$ cat config.mk
export PLATFORM = sky130hd
export DESIGN_NAME = pts_trace
export DESIGN_NICKNAME = d
export VERILOG_FILES = /design/src/pts_pkg.sv /design/src/pts_trace.sv
export SDC_FILE = /design/constraint.sdc
export NUM_CORES = 1
export LEC_CHECK = 0
export BUFFER_PORTS_ARGS = -buffer_cell sky130_fd_sc_hd__buf_2
export CAP_MARGIN = 30
export CELL_PAD_IN_SITES_DETAIL_PLACEMENT = 1
export CELL_PAD_IN_SITES_GLOBAL_PLACEMENT = 2
export CORE_MARGIN = 5
export CORE_UTILIZATION = 32
export DETAILED_ROUTE_END_ITERATION = 10
export PLACE_DENSITY_LB_ADDON = 0.1
export SKIP_CTS_REPAIR_TIMING = 1
export SLEW_MARGIN = 20
export SYNTH_ARGS = -nofsm -noshare
export SYNTH_HDL_FRONTEND = slang
export SYNTH_SLANG_ARGS = --single-unit
export TNS_END_PERCENT = 5
$ cat constraint.sdc
create_clock -name clk -period 3.1 [get_ports clk]
set_clock_uncertainty 0.05 [all_clocks]
set_input_delay 0.62 -clock clk [delete_from_list [all_inputs] [get_ports clk]]
set_output_delay 0.62 -clock clk [all_outputs]
set_load 0.01 [all_outputs]
$ cat src/pts_pkg.sv
`default_nettype none
package pts_pkg;

  // Register offsets on the plain register port (byte addresses).
  localparam logic [7:0] PTS_CTRL_OFS = 8'h00;
  localparam logic [7:0] PTS_STAT_OFS = 8'h04;
  localparam logic [7:0] PTS_CNT_OFS  = 8'h08;

  // Control register fields and reset value.
  localparam int          CTRL_EN_BIT   = 0;  // Program trace enable.
  localparam int          CTRL_HIST_BIT = 1;  // History mode for direct branches.
  localparam int          CTRL_EVTI_BIT = 2;  // Event-in pin may force sync.
  localparam int          CTRL_MARK_BIT = 3;  // Trace-mark filtering enable.
  localparam int          CTRL_SRC_LSB  = 4;  // Four-bit source processor id.
  localparam logic [31:0] CTRL_RESET    = 32'h0000_0000;

  // Message type codes.
  localparam logic [5:0] TC_DIRECT      = 6'h03;
  localparam logic [5:0] TC_INDIRECT    = 6'h04;
  localparam logic [5:0] TC_ERROR       = 6'h08;
  localparam logic [5:0] TC_DIRECT_SYNC = 6'h0b;
  localparam logic [5:0] TC_INDIR_SYNC  = 6'h0c;
  localparam logic [5:0] TC_RES_FULL    = 6'h1b;
  localparam logic [5:0] TC_HIST        = 6'h1c;
  localparam logic [5:0] TC_HIST_SYNC   = 6'h1d;
  localparam logic [5:0] TC_CORR        = 6'h21;

  // Correlation event codes, resource codes and error codes.
  localparam logic [3:0] EV_TLB_WRITE = 4'hb;
  localparam logic [3:0] EV_TLB_INVAL = 4'hc;
  localparam logic [3:0] EV_PID       = 4'hd;
  localparam logic [3:0] EV_ISPACE    = 4'he;
  localparam logic [3:0] RC_SEQUENTIAL_INSTR_COUNT      = 4'h0;
  localparam logic [3:0] RC_HIST      = 4'h1;
  localparam logic [3:0] ERR_OVERRUN  = 4'h0;
  localparam logic [3:0] ERR_COLLIDE  = 4'h1;
  localparam logic [7:0] RDATA_SEQUENTIAL_INSTR_COUNT   = 8'hff;

  // Counter limits and history reset value (stop bit only).
  localparam logic [7:0]  SEQUENTIAL_INSTR_COUNT_MAX   = 8'hff;
  localparam logic [7:0]  PERIOD_MAX = 8'hff;
  localparam logic [31:0] HIST_RESET = 32'h0000_0001;
  localparam logic [1:0]  PRIO_FULL  = 2'h3;

  // Pending synchronisation flags; the reset flag starts set.
  localparam int          PEND_W     = 10;
  localparam int          P_RESET    = 0;
  localparam int          P_LOWPWR   = 1;
  localparam int          P_DEBUG    = 2;
  localparam int          P_OVERRUN  = 3;
  localparam int          P_PERIODIC = 4;
  localparam int          P_EVTI     = 5;
  localparam int          P_SEQUENTIAL_INSTR_COUNT     = 6;
  localparam int          P_COLLIDE  = 7;
  localparam int          P_VLE      = 8;
  localparam int          P_MARK     = 9;
  localparam logic [9:0]  PEND_RESET = 10'h001;

  // Dropped-type mask bits carried by an overrun error message.
  localparam int DROP_BRANCH = 0;
  localparam int DROP_CORR   = 1;
  localparam int DROP_RES    = 2;
  localparam int DROP_ERR    = 3;

  typedef enum logic [1:0] {
    ST_IDLE = 2'b00,
    ST_TLB2 = 2'b01,
    ST_DROP = 2'b11
  } pts_state_e;

  typedef enum logic [3:0] {
    K_NONE, K_TLB_HIST, K_TLB_ENTRY, K_INVAL, K_PID, K_ISPACE,
    K_BRANCH, K_RES_SEQUENTIAL_INSTR_COUNT, K_RES_HIST, K_ERR_COLL, K_ERR_OVR
  } pts_kind_e;

  // One retired instruction as reported by the core.
  typedef struct packed {
    logic        valid;
    logic        younger;
    logic        branch;
    logic        indirect;
    logic        taken;
    logic        tlb_write;
    logic        tlb_inval;
    logic        pid_write;
    logic        msr_write;
    logic        new_is;
    logic        new_mark;
    logic        variable_length_mode;
    logic [31:0] target;
    logic [31:0] data;
  } pts_retire_s;

  // One trace message handed to the message queue.
  typedef struct packed {
    logic [5:0]  tcode;
    logic [3:0]  src;
    logic        ispace;
    logic [3:0]  code;
    logic [7:0]  sequential_instr_count;
    logic [31:0] addr;
    logic [31:0] data;
  } pts_msg_s;

endpackage : pts_pkg
`default_nettype wire

$ cat src/pts_trace.sv
`timescale 1ns/1ps
`default_nettype none

// Overview of operation
// TLB write emits correlation with new entry.
// History correlation message precedes the entry message.
// Invalidate emits correlation with address and count.
// Process-ID write emits correlation with space bit.
// Space-bit change emits correlation with process ID.
// Full queue drops all until drained, then error.
// Branch address is XOR-compressed; sync sends full.
// Reset, enable, low power, debug exit force sync.
// Queue overrun forces next branch sync.
// Every 255 non-sync messages forces sync; the code counts non-sync branch messages only.
// Event-in pin assertion forces sync when permitted.
// Count 255 queues resource-full and forces sync.
// Branch at count 255 sends no resource-full.
// Same-cycle messages ordered oldest instruction first.
// Younger branch behind three messages is lost, error.
// After loss, sync count includes the lost branch.
// Variable-length mode switch forces sync.
// Mark bit rising with mark enable forces sync.
// Branch sync format: type, source, space, count, address.
// History sync adds branch history field.
// Reset clears state; first message is sync.
// Tool enables trace by mode field or watchpoint.
// Resource-full codes: counter 0/0xff, history 1/buffer.
// History cleared when sent and on debug exit.
// Sync triggers pend until a sync branch is queued.
module pts_trace
  import pts_pkg::*;
(
  input  wire logic        clk,
  input  wire logic        reset_n,
  input  wire logic [7:0]  reg_addr,
  input  wire logic [31:0] reg_wdata,
  input  wire logic        reg_wr,
  input  wire logic        reg_rd,
  output logic      [31:0] reg_rdata,
  input  wire pts_retire_s retire,
  output logic             retire_ready,
  input  wire logic [1:0]  prior_msgs,
  input  wire logic        low_power,
  input  wire logic        debug_mode,
  input  wire logic        watch_program_trace_start,
  input  wire logic        event_in_n,
  input  wire logic        queue_full,
  input  wire logic        queue_empty,
  output pts_msg_s         msg,
  output logic             msg_valid
);

  pts_state_e        state_q, state_d;
  logic [31:0]       ctrl_q;
  logic              started_q, mark_q, is_q, vle_q, lowpwr_q, debug_q;
  logic [31:0]       pid_q, last_addr_q, hist_q, tlb_entry_q;
  logic [7:0]        sequential_instr_count_q, per_cnt_q;
  logic [PEND_W-1:0] pend_q, pend_d, pend_set;
  logic [3:0]        drop_mask_q;
  logic              evti_m_q, evti_s_q, evti_d_q;
  logic              trace_en_q;
  logic [31:0]       rdata_q;
  pts_msg_s          msg_q, msg_d;
  logic              msg_valid_q;

  // Control decode. A watchpoint start latches until software disables trace.
  wire       trace_en  = ctrl_q[CTRL_EN_BIT] | started_q;
  wire       hist_on   = ctrl_q[CTRL_HIST_BIT];
  wire       mark_en   = ctrl_q[CTRL_MARK_BIT];
  wire       pt_active = trace_en & (~mark_en | mark_q);
  wire [3:0] src_id    = ctrl_q[CTRL_SRC_LSB +: 4];

  // Instruction acceptance and per-instruction decode.
  wire       ev        = retire.valid & retire_ready & pt_active;
  wire [7:0] sequential_instr_count_inc  = 8'(sequential_instr_count_q + 8'h01);
  wire       cnt_wrap  = (sequential_instr_count_inc == SEQUENTIAL_INSTR_COUNT_MAX);
  wire       dir_hist  = retire.branch & ~retire.indirect & hist_on;
  wire       br_msg    = retire.branch & (retire.indirect | (~hist_on & retire.taken));
  wire       is_change = retire.msr_write & (retire.new_is != is_q);
  wire       br_lost   = br_msg & retire.younger & (prior_msgs == PRIO_FULL);
  // An enable that rises in the cycle of a branch must already make it sync.
  wire       en_rise   = trace_en & ~trace_en_q;
  wire       sync_now  = (|pend_q) | en_rise;
  wire       evti_edge = evti_d_q & ~evti_s_q;

  // Message kind of the accepted instruction. Correlation events win over
  // branch, and a messaged branch beats the resource-full at count 255.
  wire pts_kind_e ev_kind =
      !ev                        ? K_NONE :
      retire.tlb_write           ? K_TLB_HIST :
      retire.tlb_inval           ? K_INVAL :
      retire.pid_write           ? K_PID :
      is_change                  ? K_ISPACE :
      br_lost                    ? K_ERR_COLL :
      br_msg                     ? K_BRANCH :
      (dir_hist && hist_q[31])   ? K_RES_HIST :
      cnt_wrap                   ? K_RES_SEQUENTIAL_INSTR_COUNT :
                                   K_NONE;

  // Kind actually presented this cycle, given the sequencer state.
  wire pts_kind_e kind =
      (state_q == ST_TLB2) ? K_TLB_ENTRY :
      (state_q == ST_DROP) ? (queue_empty ? K_ERR_OVR : K_NONE) :
                             ev_kind;

  // While dropping, any would-be message only marks its type.
  wire attempt  = (ev_kind != K_NONE);
  wire dropping = (state_q == ST_DROP) & ~queue_empty & attempt;
  wire emit_try = (kind != K_NONE);
  wire overflow = emit_try & queue_full & (state_q != ST_DROP);
  wire emit_ok  = emit_try & ~overflow;

  wire [3:0] kind_mask =
      (ev_kind == K_BRANCH)                            ? 4'h1 :
      (ev_kind == K_RES_SEQUENTIAL_INSTR_COUNT || ev_kind == K_RES_HIST) ? 4'h4 :
      (ev_kind == K_ERR_COLL)                          ? 4'h8 :
                                                         4'h2;

  wire sync_branch = (kind == K_BRANCH) & sync_now;

  // The instruction port stalls while the second TLB message or the
  // overrun error goes out, so no retired instruction is ever skipped.
  assign retire_ready = (state_q == ST_IDLE) | ((state_q == ST_DROP) & ~queue_empty);

  // Branch message type selection.
  function automatic logic [5:0] br_tcode(input logic ind, input logic hist,
                                          input logic sync);
    if (ind && hist) begin
      br_tcode = sync ? TC_HIST_SYNC : TC_HIST;
    end else if (ind) begin
      br_tcode = sync ? TC_INDIR_SYNC : TC_INDIRECT;
    end else begin
      br_tcode = sync ? TC_DIRECT_SYNC : TC_DIRECT;
    end
  endfunction : br_tcode

  // Build the message for the current kind.
  always_comb begin
    msg_d        = '0;
    msg_d.src    = src_id;
    msg_d.ispace = is_q;
    msg_d.sequential_instr_count   = sequential_instr_count_inc;
    msg_d.data   = hist_q;
    case (kind)
      K_TLB_HIST: begin
        msg_d.tcode = TC_CORR;
        msg_d.code  = EV_TLB_WRITE;
      end
      K_TLB_ENTRY: begin
        msg_d.tcode = TC_CORR;
        msg_d.code  = EV_TLB_WRITE;
        msg_d.sequential_instr_count  = 8'h00;
        msg_d.addr  = tlb_entry_q;
        msg_d.data  = HIST_RESET;
      end
      K_INVAL: begin
        msg_d.tcode = TC_CORR;
        msg_d.code  = EV_TLB_INVAL;
        msg_d.addr  = retire.data;
      end
      K_PID: begin
        msg_d.tcode = TC_CORR;
        msg_d.code  = EV_PID;
        msg_d.addr  = retire.data;
      end
      K_ISPACE: begin
        msg_d.tcode  = TC_CORR;
        msg_d.code   = EV_ISPACE;
        msg_d.ispace = retire.new_is;
        msg_d.addr   = pid_q;
      end
      K_BRANCH: begin
        msg_d.tcode = br_tcode(retire.indirect, hist_on, sync_now);
        msg_d.addr  = sync_now ? retire.target : (retire.target ^ last_addr_q);
        msg_d.data  = (retire.indirect && hist_on) ? hist_q : 32'h0000_0000;
      end
      K_RES_SEQUENTIAL_INSTR_COUNT: begin
        msg_d.tcode = TC_RES_FULL;
        msg_d.code  = RC_SEQUENTIAL_INSTR_COUNT;
        msg_d.data  = {24'h00_0000, RDATA_SEQUENTIAL_INSTR_COUNT};
      end
      K_RES_HIST: begin
        msg_d.tcode = TC_RES_FULL;
        msg_d.code  = RC_HIST;
      end
      K_ERR_COLL: begin
        msg_d.tcode = TC_ERROR;
        msg_d.code  = ERR_COLLIDE;
        msg_d.data  = {28'h000_0000, 4'h1};
      end
      K_ERR_OVR: begin
        msg_d.tcode = TC_ERROR;
        msg_d.code  = ERR_OVERRUN;
        msg_d.data  = {28'h000_0000, drop_mask_q};
      end
      default: begin
        msg_d.tcode = 6'h00;
      end
    endcase
  end

  // Sequencer: the TLB pair, and the drain wait after an overrun.
  always_comb begin
    state_d = state_q;
    case (state_q)
      ST_IDLE: begin
        if (overflow) begin
          state_d = ST_DROP;
        end else if (kind == K_TLB_HIST) begin
          state_d = ST_TLB2;
        end
      end
      ST_TLB2: begin
        state_d = overflow ? ST_DROP : ST_IDLE;
      end
      ST_DROP: begin
        if (queue_empty) begin
          state_d = ST_IDLE;
        end
      end
      default: begin
        state_d = ST_IDLE;
      end
    endcase
  end

  // Synchronisation triggers. A trigger in the clearing cycle survives.
  always_comb begin
    pend_set             = '0;
    pend_set[P_RESET]    = en_rise;
    pend_set[P_LOWPWR]   = lowpwr_q & ~low_power;
    pend_set[P_DEBUG]    = debug_q & ~debug_mode;
    pend_set[P_OVERRUN]  = (kind == K_ERR_OVR);
    pend_set[P_PERIODIC] = emit_ok & (kind == K_BRANCH) & ~sync_now
                           & (8'(per_cnt_q + 8'h01) == PERIOD_MAX);
    pend_set[P_EVTI]     = evti_edge & ctrl_q[CTRL_EVTI_BIT] & pt_active;
    pend_set[P_SEQUENTIAL_INSTR_COUNT]     = (ev_kind == K_RES_SEQUENTIAL_INSTR_COUNT)
                           | ((ev_kind == K_BRANCH) & cnt_wrap);
    pend_set[P_COLLIDE]  = (ev_kind == K_ERR_COLL);
    pend_set[P_VLE]      = ev & (retire.variable_length_mode != vle_q);
    pend_set[P_MARK]     = mark_en & retire.valid & retire_ready
                           & retire.msr_write & retire.new_mark & ~mark_q;
    pend_d = ((sync_branch & emit_ok) ? '0 : pend_q) | pend_set;
  end

  // Core state. All of it returns to reset values, so the first branch after
  // reset already sees the reset flag pending.
  always_ff @(posedge clk) begin
    if (!reset_n) begin
      state_q     <= ST_IDLE;
      pend_q      <= PEND_RESET;
      drop_mask_q <= 4'h0;
      trace_en_q  <= 1'b0;
      lowpwr_q    <= 1'b0;
      debug_q     <= 1'b0;
    end else begin
      state_q    <= state_d;
      pend_q     <= pend_d;
      trace_en_q <= trace_en;
      lowpwr_q   <= low_power;
      debug_q    <= debug_mode;
      if (kind == K_ERR_OVR) begin
        drop_mask_q <= 4'h0;
      end else if (overflow) begin
        drop_mask_q <= (kind == K_TLB_ENTRY) ? 4'h2 : kind_mask;
      end else if (dropping) begin
        drop_mask_q <= drop_mask_q | kind_mask;
      end
    end
  end

  // Instruction counter and compression base. A lost branch keeps counting, as do
  // history-full and message-free instructions, so the later sync count covers that branch too.
  always_ff @(posedge clk) begin
    if (!reset_n) begin
      sequential_instr_count_q      <= 8'h00;
      last_addr_q <= 32'h0000_0000;
    end else if (ev) begin
      case (ev_kind)
        K_ERR_COLL, K_RES_HIST, K_NONE: sequential_instr_count_q <= sequential_instr_count_inc;
        default:                       sequential_instr_count_q <= 8'h00;
      endcase
      if (ev_kind == K_BRANCH) begin
        last_addr_q <= retire.target;
      end
    end
  end

  // Branch history: shifts on direct branches in history mode and restarts
  // whenever it has been sent, or when debug mode ends.
  always_ff @(posedge clk) begin
    if (!reset_n) begin
      hist_q <= HIST_RESET;
    end else if (debug_q && !debug_mode) begin
      hist_q <= HIST_RESET;
    end else if (ev_kind == K_RES_HIST) begin
      hist_q <= {30'h0, 1'b1, retire.taken};
    end else if (ev && ev_kind != K_NONE && ev_kind != K_ERR_COLL
                 && ev_kind != K_RES_SEQUENTIAL_INSTR_COUNT
                 && (ev_kind != K_BRANCH || retire.indirect)) begin
      hist_q <= HIST_RESET;
    end else if (ev && dir_hist) begin
      hist_q <= {hist_q[30:0], retire.taken};
    end
  end

  // Periodic counter of queued non-sync branch messages.
  always_ff @(posedge clk) begin
    if (!reset_n) begin
      per_cnt_q <= 8'h00;
    end else if (pend_set[P_PERIODIC] || (emit_ok && sync_branch)) begin
      per_cnt_q <= 8'h00;
    end else if (emit_ok && kind == K_BRANCH && !sync_now) begin
      per_cnt_q <= 8'(per_cnt_q + 8'h01);
    end
  end

  // Architectural shadows: process ID, space bit, mark bit, mode, TLB entry.
  always_ff @(posedge clk) begin
    if (!reset_n) begin
      pid_q       <= 32'h0000_0000;
      is_q        <= 1'b0;
      mark_q      <= 1'b0;
      vle_q       <= 1'b0;
      tlb_entry_q <= 32'h0000_0000;
    end else if (retire.valid && retire_ready) begin
      pid_q       <= retire.pid_write ? retire.data : pid_q;
      is_q        <= retire.msr_write ? retire.new_is : is_q;
      mark_q      <= retire.msr_write ? retire.new_mark : mark_q;
      vle_q       <= retire.variable_length_mode;
      tlb_entry_q <= retire.tlb_write ? retire.data : tlb_entry_q;
    end
  end

  // Event-in pin synchroniser; the edge detect compares the second and third stages.
  always_ff @(posedge clk) begin
    if (!reset_n) begin
      evti_m_q <= 1'b1;
      evti_s_q <= 1'b1;
      evti_d_q <= 1'b1;
    end else begin
      evti_m_q <= event_in_n;
      evti_s_q <= evti_m_q;
      evti_d_q <= evti_s_q;
    end
  end

  // Register port. Read data stand only in the cycle after the strobe.
  wire [31:0] stat_word = {15'h0, is_q, drop_mask_q, state_q, pend_q};
  wire [31:0] cnt_word  = {16'h0000, per_cnt_q, sequential_instr_count_q};
  wire [31:0] rd_mux    = (reg_addr == PTS_CTRL_OFS) ? ctrl_q :
                          (reg_addr == PTS_STAT_OFS) ? stat_word :
                          (reg_addr == PTS_CNT_OFS)  ? cnt_word : 32'h0000_0000;

  always_ff @(posedge clk) begin
    if (!reset_n) begin
      ctrl_q    <= CTRL_RESET;
      started_q <= 1'b0;
      rdata_q   <= 32'h0000_0000;
    end else begin
      rdata_q <= reg_rd ? rd_mux : 32'h0000_0000;
      if (reg_wr && reg_addr == PTS_CTRL_OFS) begin
        ctrl_q <= reg_wdata;
      end
      if (watch_program_trace_start) begin
        started_q <= 1'b1;
      end else if (reg_wr && reg_addr == PTS_CTRL_OFS && !reg_wdata[CTRL_EN_BIT]) begin
        started_q <= 1'b0;
      end
    end
  end

  // Output stage toward the message queue.
  always_ff @(posedge clk) begin
    if (!reset_n) begin
      msg_q       <= '0;
      msg_valid_q <= 1'b0;
    end else begin
      msg_q       <= msg_d;
      msg_valid_q <= emit_ok;
    end
  end

  assign msg       = msg_q;
  assign msg_valid = msg_valid_q;
  assign reg_rdata = rdata_q;
endmodule : pts_trace
`default_nettype wire

==> flow_summary.json, run 1 <==
{
  "n_antenna_cell": 0,
  "timing.critical_path.to_type": "flip-flop",
  "rows": 72,
  "detailroute.wirelength.met2_um": 20990,
  "yosysUniqueCellTypes": 75,
  "dieHeight_um": 208.7,
  "antenna_found_initial": 1,
  "ys_dominant_reg_cell": "dfxtp_1",
  "syn_area_per_cell_um2": 8.553,
  "yosys-top-cells-area": "dfxtp_1, nand2_1, a21oi_1",
  "worst_slew_margin_rel": 0.6109,
  "drt-met1-wl_um": 19630,
  "syn_inst": 1477,
  "postLayoutCoreUtil": 0.4125,
  "top_layer_used": "met5",
  "cts.clk_slew.worst_paths_ns": 0.06,
  "critPathSlowestCell": "dfxtp_1",
  "grt_start_max_net_pins": 63,
  "detailroute.via_count": 11320,
  "synth_seq_cells": 322,
  "place_inst": 2213,
  "chipWidth_um": 208.7,
  "avgRoutedWirePerCell_um": 19.18,
  "r2r_start": "sequential_instr_count_q[0]",
  "timing_max_transition_violations_final": 0,
  "timing.critical_path.max_delay_family": "compound AO/OA/AOI/OAI gates",
  "worst_slack_ns": 0.1380,
  "hold_class": "in -> reg",
  "design.die.area_um2": 43550,
  "worstPathMaxFanout": 32,
  "wl_final_um": 43630,
  "cp.buffers_inverters": 1,
  "met3WireLength_um": 2292,
  "power.ir.vdd_worst_uv": 265.3,
  "yosys_warnings": 0,
  "worst_hold_startpoint": "event_in_n",
  "wire_length_of_the_first_global_routing_pass_um": 68320,
  "setup_repair_after_global_routing_missed_its_margin": "false",
  "number_of_search_and_repair_iterations_in_the_first_detailed_routing_pass": 6,
  "critical_path_depth": 10,
  "place_area_um2": 14750,
  "cp_cell_sequence": "ha_1 -> and4b_1 -> o211ai_2 -> a211oi_1 -> o31a_4 -> o21a_4 -> a21oi_1 -> o31a_1 -> buf_12 -> a22o_1",
  "rr_worst_depth": 10,
  "criticalPathCategory": "reg -> reg",
  "grt_pass1_vias": 11700,
  "timing_worst_slew_pin_value_ns": 0.5789,
  "detail_route.iter0.violations": 722,
  "globalplace.congestion": 0.8392,
  "synth_enable_flop_cells": 0,
  "top_achievable_clock_speed_mhz": 337.6,
  "regToRegEndpoint": "msg[0]",
  "grt_overflow": 0,
  "cp_data_required_time_ns": 3.47,
  "place.detailed.hpwl_um": 30550,
  "cts-buffers-inserted": 37,
  "clock_tree.htree_level_count": 2,
  "tritoncts": "done",
  "avgViaCountPerCell": 4.976,
  "clock_sinks": 322,
  "timing.hold.worst_path_depth": 2,
  "core_area_um2": 38830,
  "post_layout_nonfiller_instances": 2275,
  "asyncSetResetFlopFracSynth": 0,
  "placement.setup.worst_slack_ns": -0.08891,
  "cts_buffer_depth": 3,
  "layout-area-overhead-vs-synth_pct": 26.80,
  "netlist_top_cells_count": "nand2_1, dfxtp_1, a21oi_1",
  "hold-path-endpoint": "evti_m_q",
  "syn_area_um2": 12630,
  "arrival_ns": 3.33,
  "worst_setup_path_start_kind": "flip-flop",
  "post_route_cells_drive_above_1_share": 0.2316,
  "net_count_after_synthesis": 1609,
  "drtAntennaViolNets": 0,
  "ctsRootBufferMaster": "clkbuf_16",
  "status": "finished, final reports clean",
  "p_leak_nw": 6.211,
  "hold_viol": 0,
  "design_area_um2": 16020,
  "global_routing_usage_summed_across_all_routing_layers": 0.1946,
  "final_nets": 1868,
  "period_needed_ns": 2.962,
  "floorplan.initialDensity": 0.3253,
  "drc_errors": 0,
  "critical_path.max_stage_delay_ns": 0.36,
  "period_share": 0.9555,
  "max_cap_violations": 0,
  "fill_cells": 4633,
  "pwr_density_cell_nw_per_um2": 589.1,
  "yosys.area.top_type": "dfxtp_1",
  "reg2reg_slack_ns": 0.14,
  "ys_seq_area_frac": 0.5103,
  "pin_count": 249,
  "finalSetupViolCount": 0,
  "worstSkewPairLatency_ns": 0.53,
  "numPortBuffers": 248,
  "synthMostInstantiatedCell": "nand2_1",
  "synth.top_cell.area_share": 0.5103
}
-- cell type report --
class | instances | area [um^2] | area share
repair buffers | 313 | 1899 | 0.1186
flip-flops and latches | 322 | 6446 | 0.4024
clock buffers | 51 | 1039 | 0.06483
multi-input cells | 1052 | 5773 | 0.3604
inverters | 10 | 40.04 | 0.002500
well taps | 518 | 648.1 | 0.04046
clock inverters | 9 | 172.7 | 0.01078
-- cell families after synthesis --
kind of cell               Yosys count  synth area share
and+or+nand+nor                    639            0.2216
AOI/OAI and AO/OA                  325            0.1639
DFF                                322            0.5103
buffers and inverters              103           0.03734
xor gates and xnor gates            47           0.03259
muxes                               37           0.03031
adders and majority gates            4          0.003962
-- cell usage in the layout (no fill, tap or decap), types with 15 or more instances in the layout --
cell type / instances
and2_1: 48
mux2i_1: 36
a222oi_1: 16
buf_4: 52
clkbuf_16: 37
nand3_1: 17
nor3_1: 15
a31oi_1: 34
dfxtp_1: 322
nand2_1: 392
o21ai_0: 16
a22oi_1: 34
nor2_1: 106
a21oi_1: 161
xnor2_1: 41
buf_2: 248
-- power breakdown --
group	internal (mW)	switching (mW)	total [mW]
Sequential	4.22	0.0521	4.27
Clock	2.74	1.69	4.43
Combinational	0.265	0.464	0.729
-- worst reg2reg max path: cells and delay by family (launching register included) --
| kind | cells | cell delay (ns) |
|---|---|---|
| buffers and inverters | 1 | 0.17 |
| DFF | 1 | 0.36 |
| adders and majority gates | 1 | 0.31 |
| and+or+nand+nor | 1 | 0.30 |
| AOI/OAI and AO/OA | 7 | 1.68 |
-- stage by stage --
stage	setup TNS [ns]	hold slack [ns]	total power, mW
3_5_place_dp	-1.563	0.3502	5.098
4_1_cts	0	0.2195	9.602
6_report	0	0.2414	9.436
5_1_grt	0	0.2330	9.851
2_1_floorplan	0	0.3363	4.734
3_3_place_gp	0	0.3512	5.087
-- registers in the layout, summed over array words and instances, names as in the netlist, 10 cells and up --
signal / count
reg_rdata: 32
msg: 87
tlb_entry_q: 32
last_addr_q: 32
pend_q: 10
pid_q: 32
hist_q: 32
ctrl_q: 32
-- worst max-delay path by stage --
stage,from,end,slack (ns)
finish,sequential_instr_count_q[0],msg[0],0.14
global route,sequential_instr_count_q[0],msg[34],0.001
CTS,sequential_instr_count_q[0],msg[46],0.02
detailed placement,retire[71],msg[53],-0.09
global placement,retire[71],msg[32],0.03
floorplan,retire[71],msg[11],0.54
-- routing by layer --
layer,vias to the layer above,track usage
li1,5519,-
met1,5508,0.2609
met2,246,0.3294
met3,46,0.03314
met4,2,0.04568
met5,-,0
No activity file was read; power rests on OpenSTA's default activity.
==> run 2, diff against run 1 <==
Settings changed: PLACE_DENSITY from default to 0.75, PLACE_DENSITY_LB_ADDON 0.1 to default.
==> flow_summary.json, run 2 (synthesis gave the netlist of run 1 again) <==
{
  "cp_cell_sequence": "buf_4 -> ha_1 -> and4b_1 -> o211ai_2 -> a211oi_1 -> o31a_4 -> o21a_4 -> mux2i_4 -> buf_12 -> nand2_1 -> a31oi_1",
  "largest_register_ffs": 87,
  "rows": 72,
  "place.detailed.hpwl_um": 30470,
  "antenna_found_initial": 3,
  "worstSkewPairLatency_ns": 0.54,
  "wl_final_um": 42940,
  "layout_common_cells": "nand2_1, dfxtp_1, buf_2",
  "switching_share": 0.2370,
  "critical_path.max_stage_delay_ns": 0.32,
  "tritoncts": "done",
  "worst_hold_startpoint": "event_in_n",
  "worst_setup_path_start_kind": "flip-flop",
  "period_needed_ns": 2.903,
  "ctsRootBufferMaster": "clkbuf_16",
  "period_share": 0.9364,
  "hold_viol": 0,
  "fin_setup_tns_ns": 0,
  "global_routing_usage_summed_across_all_routing_layers": 0.1915,
  "timing.critical_path.to_type": "flip-flop",
  "drc_errors": 0,
  "grt_start_max_net_pins": 54,
  "clock_sinks": 322,
  "r2r_start": "sequential_instr_count_q[0]",
  "mostFrequentLayoutCell": "nand2_1",
  "pwr_density_cell_nw_per_um2": 584.7,
  "status": "finished, final reports clean",
  "numPortBuffers": 248,
  "layout-area-overhead-vs-synth_pct": 26.10,
  "finalSetupViolCount": 0,
  "power.ir.vdd_worst_uv": 300.0,
  "top_achievable_clock_speed_mhz": 344.5,
  "wire_length_of_the_first_global_routing_pass_um": 67290,
  "chipWidth_um": 208.7,
  "arrival_ns": 3.31,
  "cp_data_required_time_ns": 3.50,
  "clock_tree.htree_level_count": 2,
  "final_nets": 1864,
  "cts.clk_slew.worst_paths_ns": 0.06,
  "p_leak_nw": 6.171,
  "post_route_cells_drive_above_1_share": 0.2278,
  "max_cap_violations": 0,
  "avgRoutedWirePerCell_um": 18.87,
  "worst_slew_margin_rel": 0.5243,
  "floorplan.initialDensity": 0.3253,
  "dieHeight_um": 208.7,
  "cts_buffer_depth": 3,
  "clock_power_share": 0.463,
  "timing_max_transition_violations_final": 0,
  "avgViaCountPerCell": 4.947,
  "fill_cells": 4656,
  "cellInternalPower_mw": 7.106,
  "placement.setup.worst_slack_ns": 0.05750,
  "pin_count": 249,
  "grt_pass1_vias": 11730,
  "hold_class": "in -> reg",
  "number_of_search_and_repair_iterations_in_the_first_detailed_routing_pass": 8,
  "timing_worst_slew_pin_value_ns": 0.7135,
  "critPathSlowestCell": "dfxtp_1",
  "worstPathMaxFanout": 33,
  "crit_start": "sequential_instr_count_q[0]",
  "combinationalPowerShare": 0.078,
  "design.die.area_um2": 43550,
  "sequentialPowerShare": 0.458,
  "core_area_um2": 38830,
  "globalplace.congestion": 0.8701,
  "detail_route.iter0.violations": 459,
  "cts-buffers-inserted": 38,
  "grt_overflow": 0,
  "drtAntennaViolNets": 0,
  "criticalPathCategory": "reg -> reg",
  "power.net_switching_mw": 2.207,
  "setup_repair_after_global_routing_missed_its_margin": "false",
  "detailroute.via_count": 11260,
  "worst_slack_ns": 0.1971
}
==> run 2: final timing paths <==
| path | slack (ns) | cells after the start | endpoint |
|---|---|---|---|
| setup / recovery | 0.20 | 11 | msg[40] |
| hold / removal | 0.22 | 2 | evti_m_q |
| setup reg to reg | 0.20 | 11 | msg[40] |
| hold reg to reg | 0.38 | 1 | evti_d_q |
==> run 2: metal layers <==
| metal | GRT usage | vias to the layer above | wire length [um] |
|---|---|---|---|
| li1 | - | 5520 | - |
| met1 | 0.2538 | 5424 | 19810 |
| met2 | 0.3131 | 263 | 19710 |
| met3 | 0.04574 | 50 | 2594 |
| met4 | 0.05446 | 2 | 811 |
| met5 | 0 | - | 13 |
==> run 2: layout make-up <==
type | instances | area, um^2 | share of cell area
multi-input combinational | 1052 | 5736 | 0.3601
antenna | 2 | 5.005 | 0.0003142
inverter | 10 | 40.04 | 0.002514
clock buffer | 57 | 1104 | 0.06928
tap | 518 | 648.1 | 0.04069
clock inverter | 7 | 96.34 | 0.006048
timing repair buffer | 308 | 1854 | 0.1164
sequential | 322 | 6446 | 0.4047
==> run 2: stage by stage <==
stage	area, um^2	cells	power, mW	util	hold slack [ns]
finish	15930	2276	9.314	0.4103	0.2235
CTS	15920	2274	9.481	0.4100	0.1931
detailed placement	14720	2210	5.099	0.3791	0.3719
floorplan	12630	1477	4.734	-	0.3363
global route	15930	2275	9.683	0.4102	0.2139
global placement	14720	2210	5.087	0.3791	0.3582
==> run 2: worst max-delay path: cells and delay by family, from the launching register on <==
family / cells / cell delay (ns)
adder cells (fa/ha/maj): 1 / 0.22
AND/OR/NAND/NOR: 2 / 0.35
AO/OA/AOI/OAI: 5 / 1.19
multiplexers: 1 / 0.29
buffers and inverters: 2 / 0.39
flip-flops: 1 / 0.32
==> run 2: power groups by stage <==
stage / registers (mW) / logic, mW / clock network [mW]
2_1_floorplan: 4.35 / 0.381 / 0
3_3_place_gp: 4.36 / 0.730 / 0
3_5_place_dp: 4.36 / 0.739 / 0
4_1_cts: 4.27 / 0.742 / 4.47
5_1_grt: 4.28 / 0.803 / 4.60
6_report: 4.27 / 0.731 / 4.31
==> run 3, diff against run 2 <==
Settings changed: PLACE_DENSITY 0.75 to default, PLACE_DENSITY_LB_ADDON from default to 0.05.
Clock period 3.1 ns to 3.3 ns, I/O delays scaled along.
==> flow_summary.json, run 3 (synthesis gave the netlist of run 1 again) <==
{
  "status": "finished, final reports clean",
  "rows": 72,
  "worst_hold_startpoint": "event_in_n",
  "layout-area-overhead-vs-synth_pct": 25.36,
  "drtAntennaViolNets": 0,
  "timing.critical_path.to_type": "flip-flop",
  "period_needed_ns": 3.052,
  "antenna_found_initial": 9,
  "post_layout_nonfiller_instances": 2265,
  "cts.clk_slew.worst_paths_ns": 0.06,
  "arrival_ns": 3.46,
  "r2r_start": "sequential_instr_count_q[1]",
  "fill_cells": 4571,
  "largest_register_ffs": 87,
  "power.ir.vdd_worst_uv": 327.8,
  "fin_setup_tns_ns": 0,
  "worst_slew_margin_rel": 0.5762,
  "reg2reg_slack_ns": 0.25,
  "p_leak_nw": 6.126,
  "numPortBuffers": 248,
  "setup_repair_after_global_routing_missed_its_margin": "false",
  "dieHeight_um": 208.7,
  "worstPathMaxFanout": 32,
  "number_of_search_and_repair_iterations_in_the_first_detailed_routing_pass": 7,
  "detail_route.iter0.violations": 583,
  "detailroute.via_count": 11200,
  "clock_sinks": 322,
  "worstSkewPairLatency_ns": 0.56,
  "floorplan.initialDensity": 0.3253,
  "hold_class": "in -> reg",
  "timing_worst_slew_pin_value_ns": 0.6315,
  "avgViaCountPerCell": 4.943,
  "layout_common_cells": "nand2_1, dfxtp_1, buf_2",
  "grt_overflow": 0,
  "grt_pass1_vias": 11550,
  "rr_worst_depth": 10,
  "global_routing_usage_summed_across_all_routing_layers": 0.1928,
  "pin_count": 249,
  "period_share": 0.9247,
  "cts_buffer_depth": 3,
  "wl_final_um": 43450,
  "design.die.area_um2": 43550,
  "place_inst": 2199,
  "criticalPathCategory": "reg -> reg",
  "post_route_cells_drive_above_1_share": 0.2264,
  "tritoncts": "done",
  "regToRegEndpoint": "msg[33]",
  "mostFrequentLayoutCell": "nand2_1",
  "pwr_density_cell_nw_per_um2": 555.0,
  "hold_viol": 0,
  "max_cap_violations": 0,
  "globalplace.congestion": 0.8570,
  "core_area_um2": 38830,
  "timing_max_transition_violations_final": 0,
  "cts-buffers-inserted": 38,
  "final_nets": 1853,
  "grt_start_max_net_pins": 75,
  "chipWidth_um": 208.7,
  "hold-path-endpoint": "evti_m_q",
  "ctsRootBufferMaster": "clkbuf_16",
  "cp_data_required_time_ns": 3.71,
  "timing.hold.worst_path_depth": 2,
  "worst_setup_path_start_kind": "flip-flop",
  "avgRoutedWirePerCell_um": 19.18,
  "drc_errors": 0,
  "place.detailed.hpwl_um": 30280,
  "top_achievable_clock_speed_mhz": 327.7,
  "clock_tree.htree_level_count": 2,
  "wire_length_of_the_first_global_routing_pass_um": 67460,
  "finalSetupViolCount": 0
}
==> run 3: per-layer routing <==
| metal | wire (um) | vias to the layer above | GRT usage | part of all wire |
|---|---|---|---|---|
| li1 | - | 5494 | - | - |
| met1 | 20120 | 5398 | 0.2564 | 0.46 |
| met2 | 19920 | 226 | 0.3108 | 0.46 |
| met3 | 2326 | 65 | 0.04694 | 0.054 |
| met4 | 1011 | 12 | 0.06031 | 0.023 |
| met5 | 77 | - | 0 | 0.0018 |
==> run 3: through the flow <==
stage	cell area [um^2]	hold slack [ns]	util	worst slack (ns)	power, mW
4_1_cts	15830	0.2146	0.4077	0.2672	8.953
6_report	15840	0.2539	0.4078	0.2484	8.788
2_1_floorplan	12630	0.3363	-	0.6965	4.447
5_1_grt	15840	0.2430	0.4078	0.03081	9.148
3_5_place_dp	14610	0.3520	0.3763	0.1569	4.769
3_3_place_gp	14610	0.3588	0.3763	0.2200	4.759
==> run 3: critical path, stage by stage, from the launching register on <==
cell	delay, ns
dfxtp_1	0.51
ha_1	0.34
and4b_1	0.24
o211ai_2	0.13
nand2_1	0.18
a21oi_2	0.53
nor2_1	0.19
o21ai_2	0.18
nand3_2	0.08
buf_4	0.31
a31oi_1	0.22
==> run 3: where the power goes <==
part / switching, mW / internal [mW]
Clock: 1.66 / 2.45
Sequential: 0.0461 / 3.97
Combinational: 0.427 / 0.233
Total: 2.14 / 6.65
==> run 3: how the worst max path moves through the flow <==
stage	from	to	slack, ns	cells after the start
global route	sequential_instr_count_q[1]	msg[33]	0.03	11
finish	sequential_instr_count_q[1]	msg[33]	0.25	10
floorplan	retire[71]	msg[11]	0.70	9
global placement	retire[71]	msg[19]	0.22	10
CTS	sequential_instr_count_q[1]	msg[58]	0.27	10
detailed placement	retire[71]	msg[33]	0.16	11
==> run 3: cell type report <==
class	instances	area, um^2	share of cell area
diodes	2	5.005	0.0003161
repair buffers	297	1734	0.1095
multi-input cells	1052	5743	0.3627
clock inverters	13	137.6	0.008692
well taps	518	648.1	0.04093
clock buffers	51	1081	0.06827
inverters	10	40.04	0.002528
flip-flops and latches	322	6446	0.4071
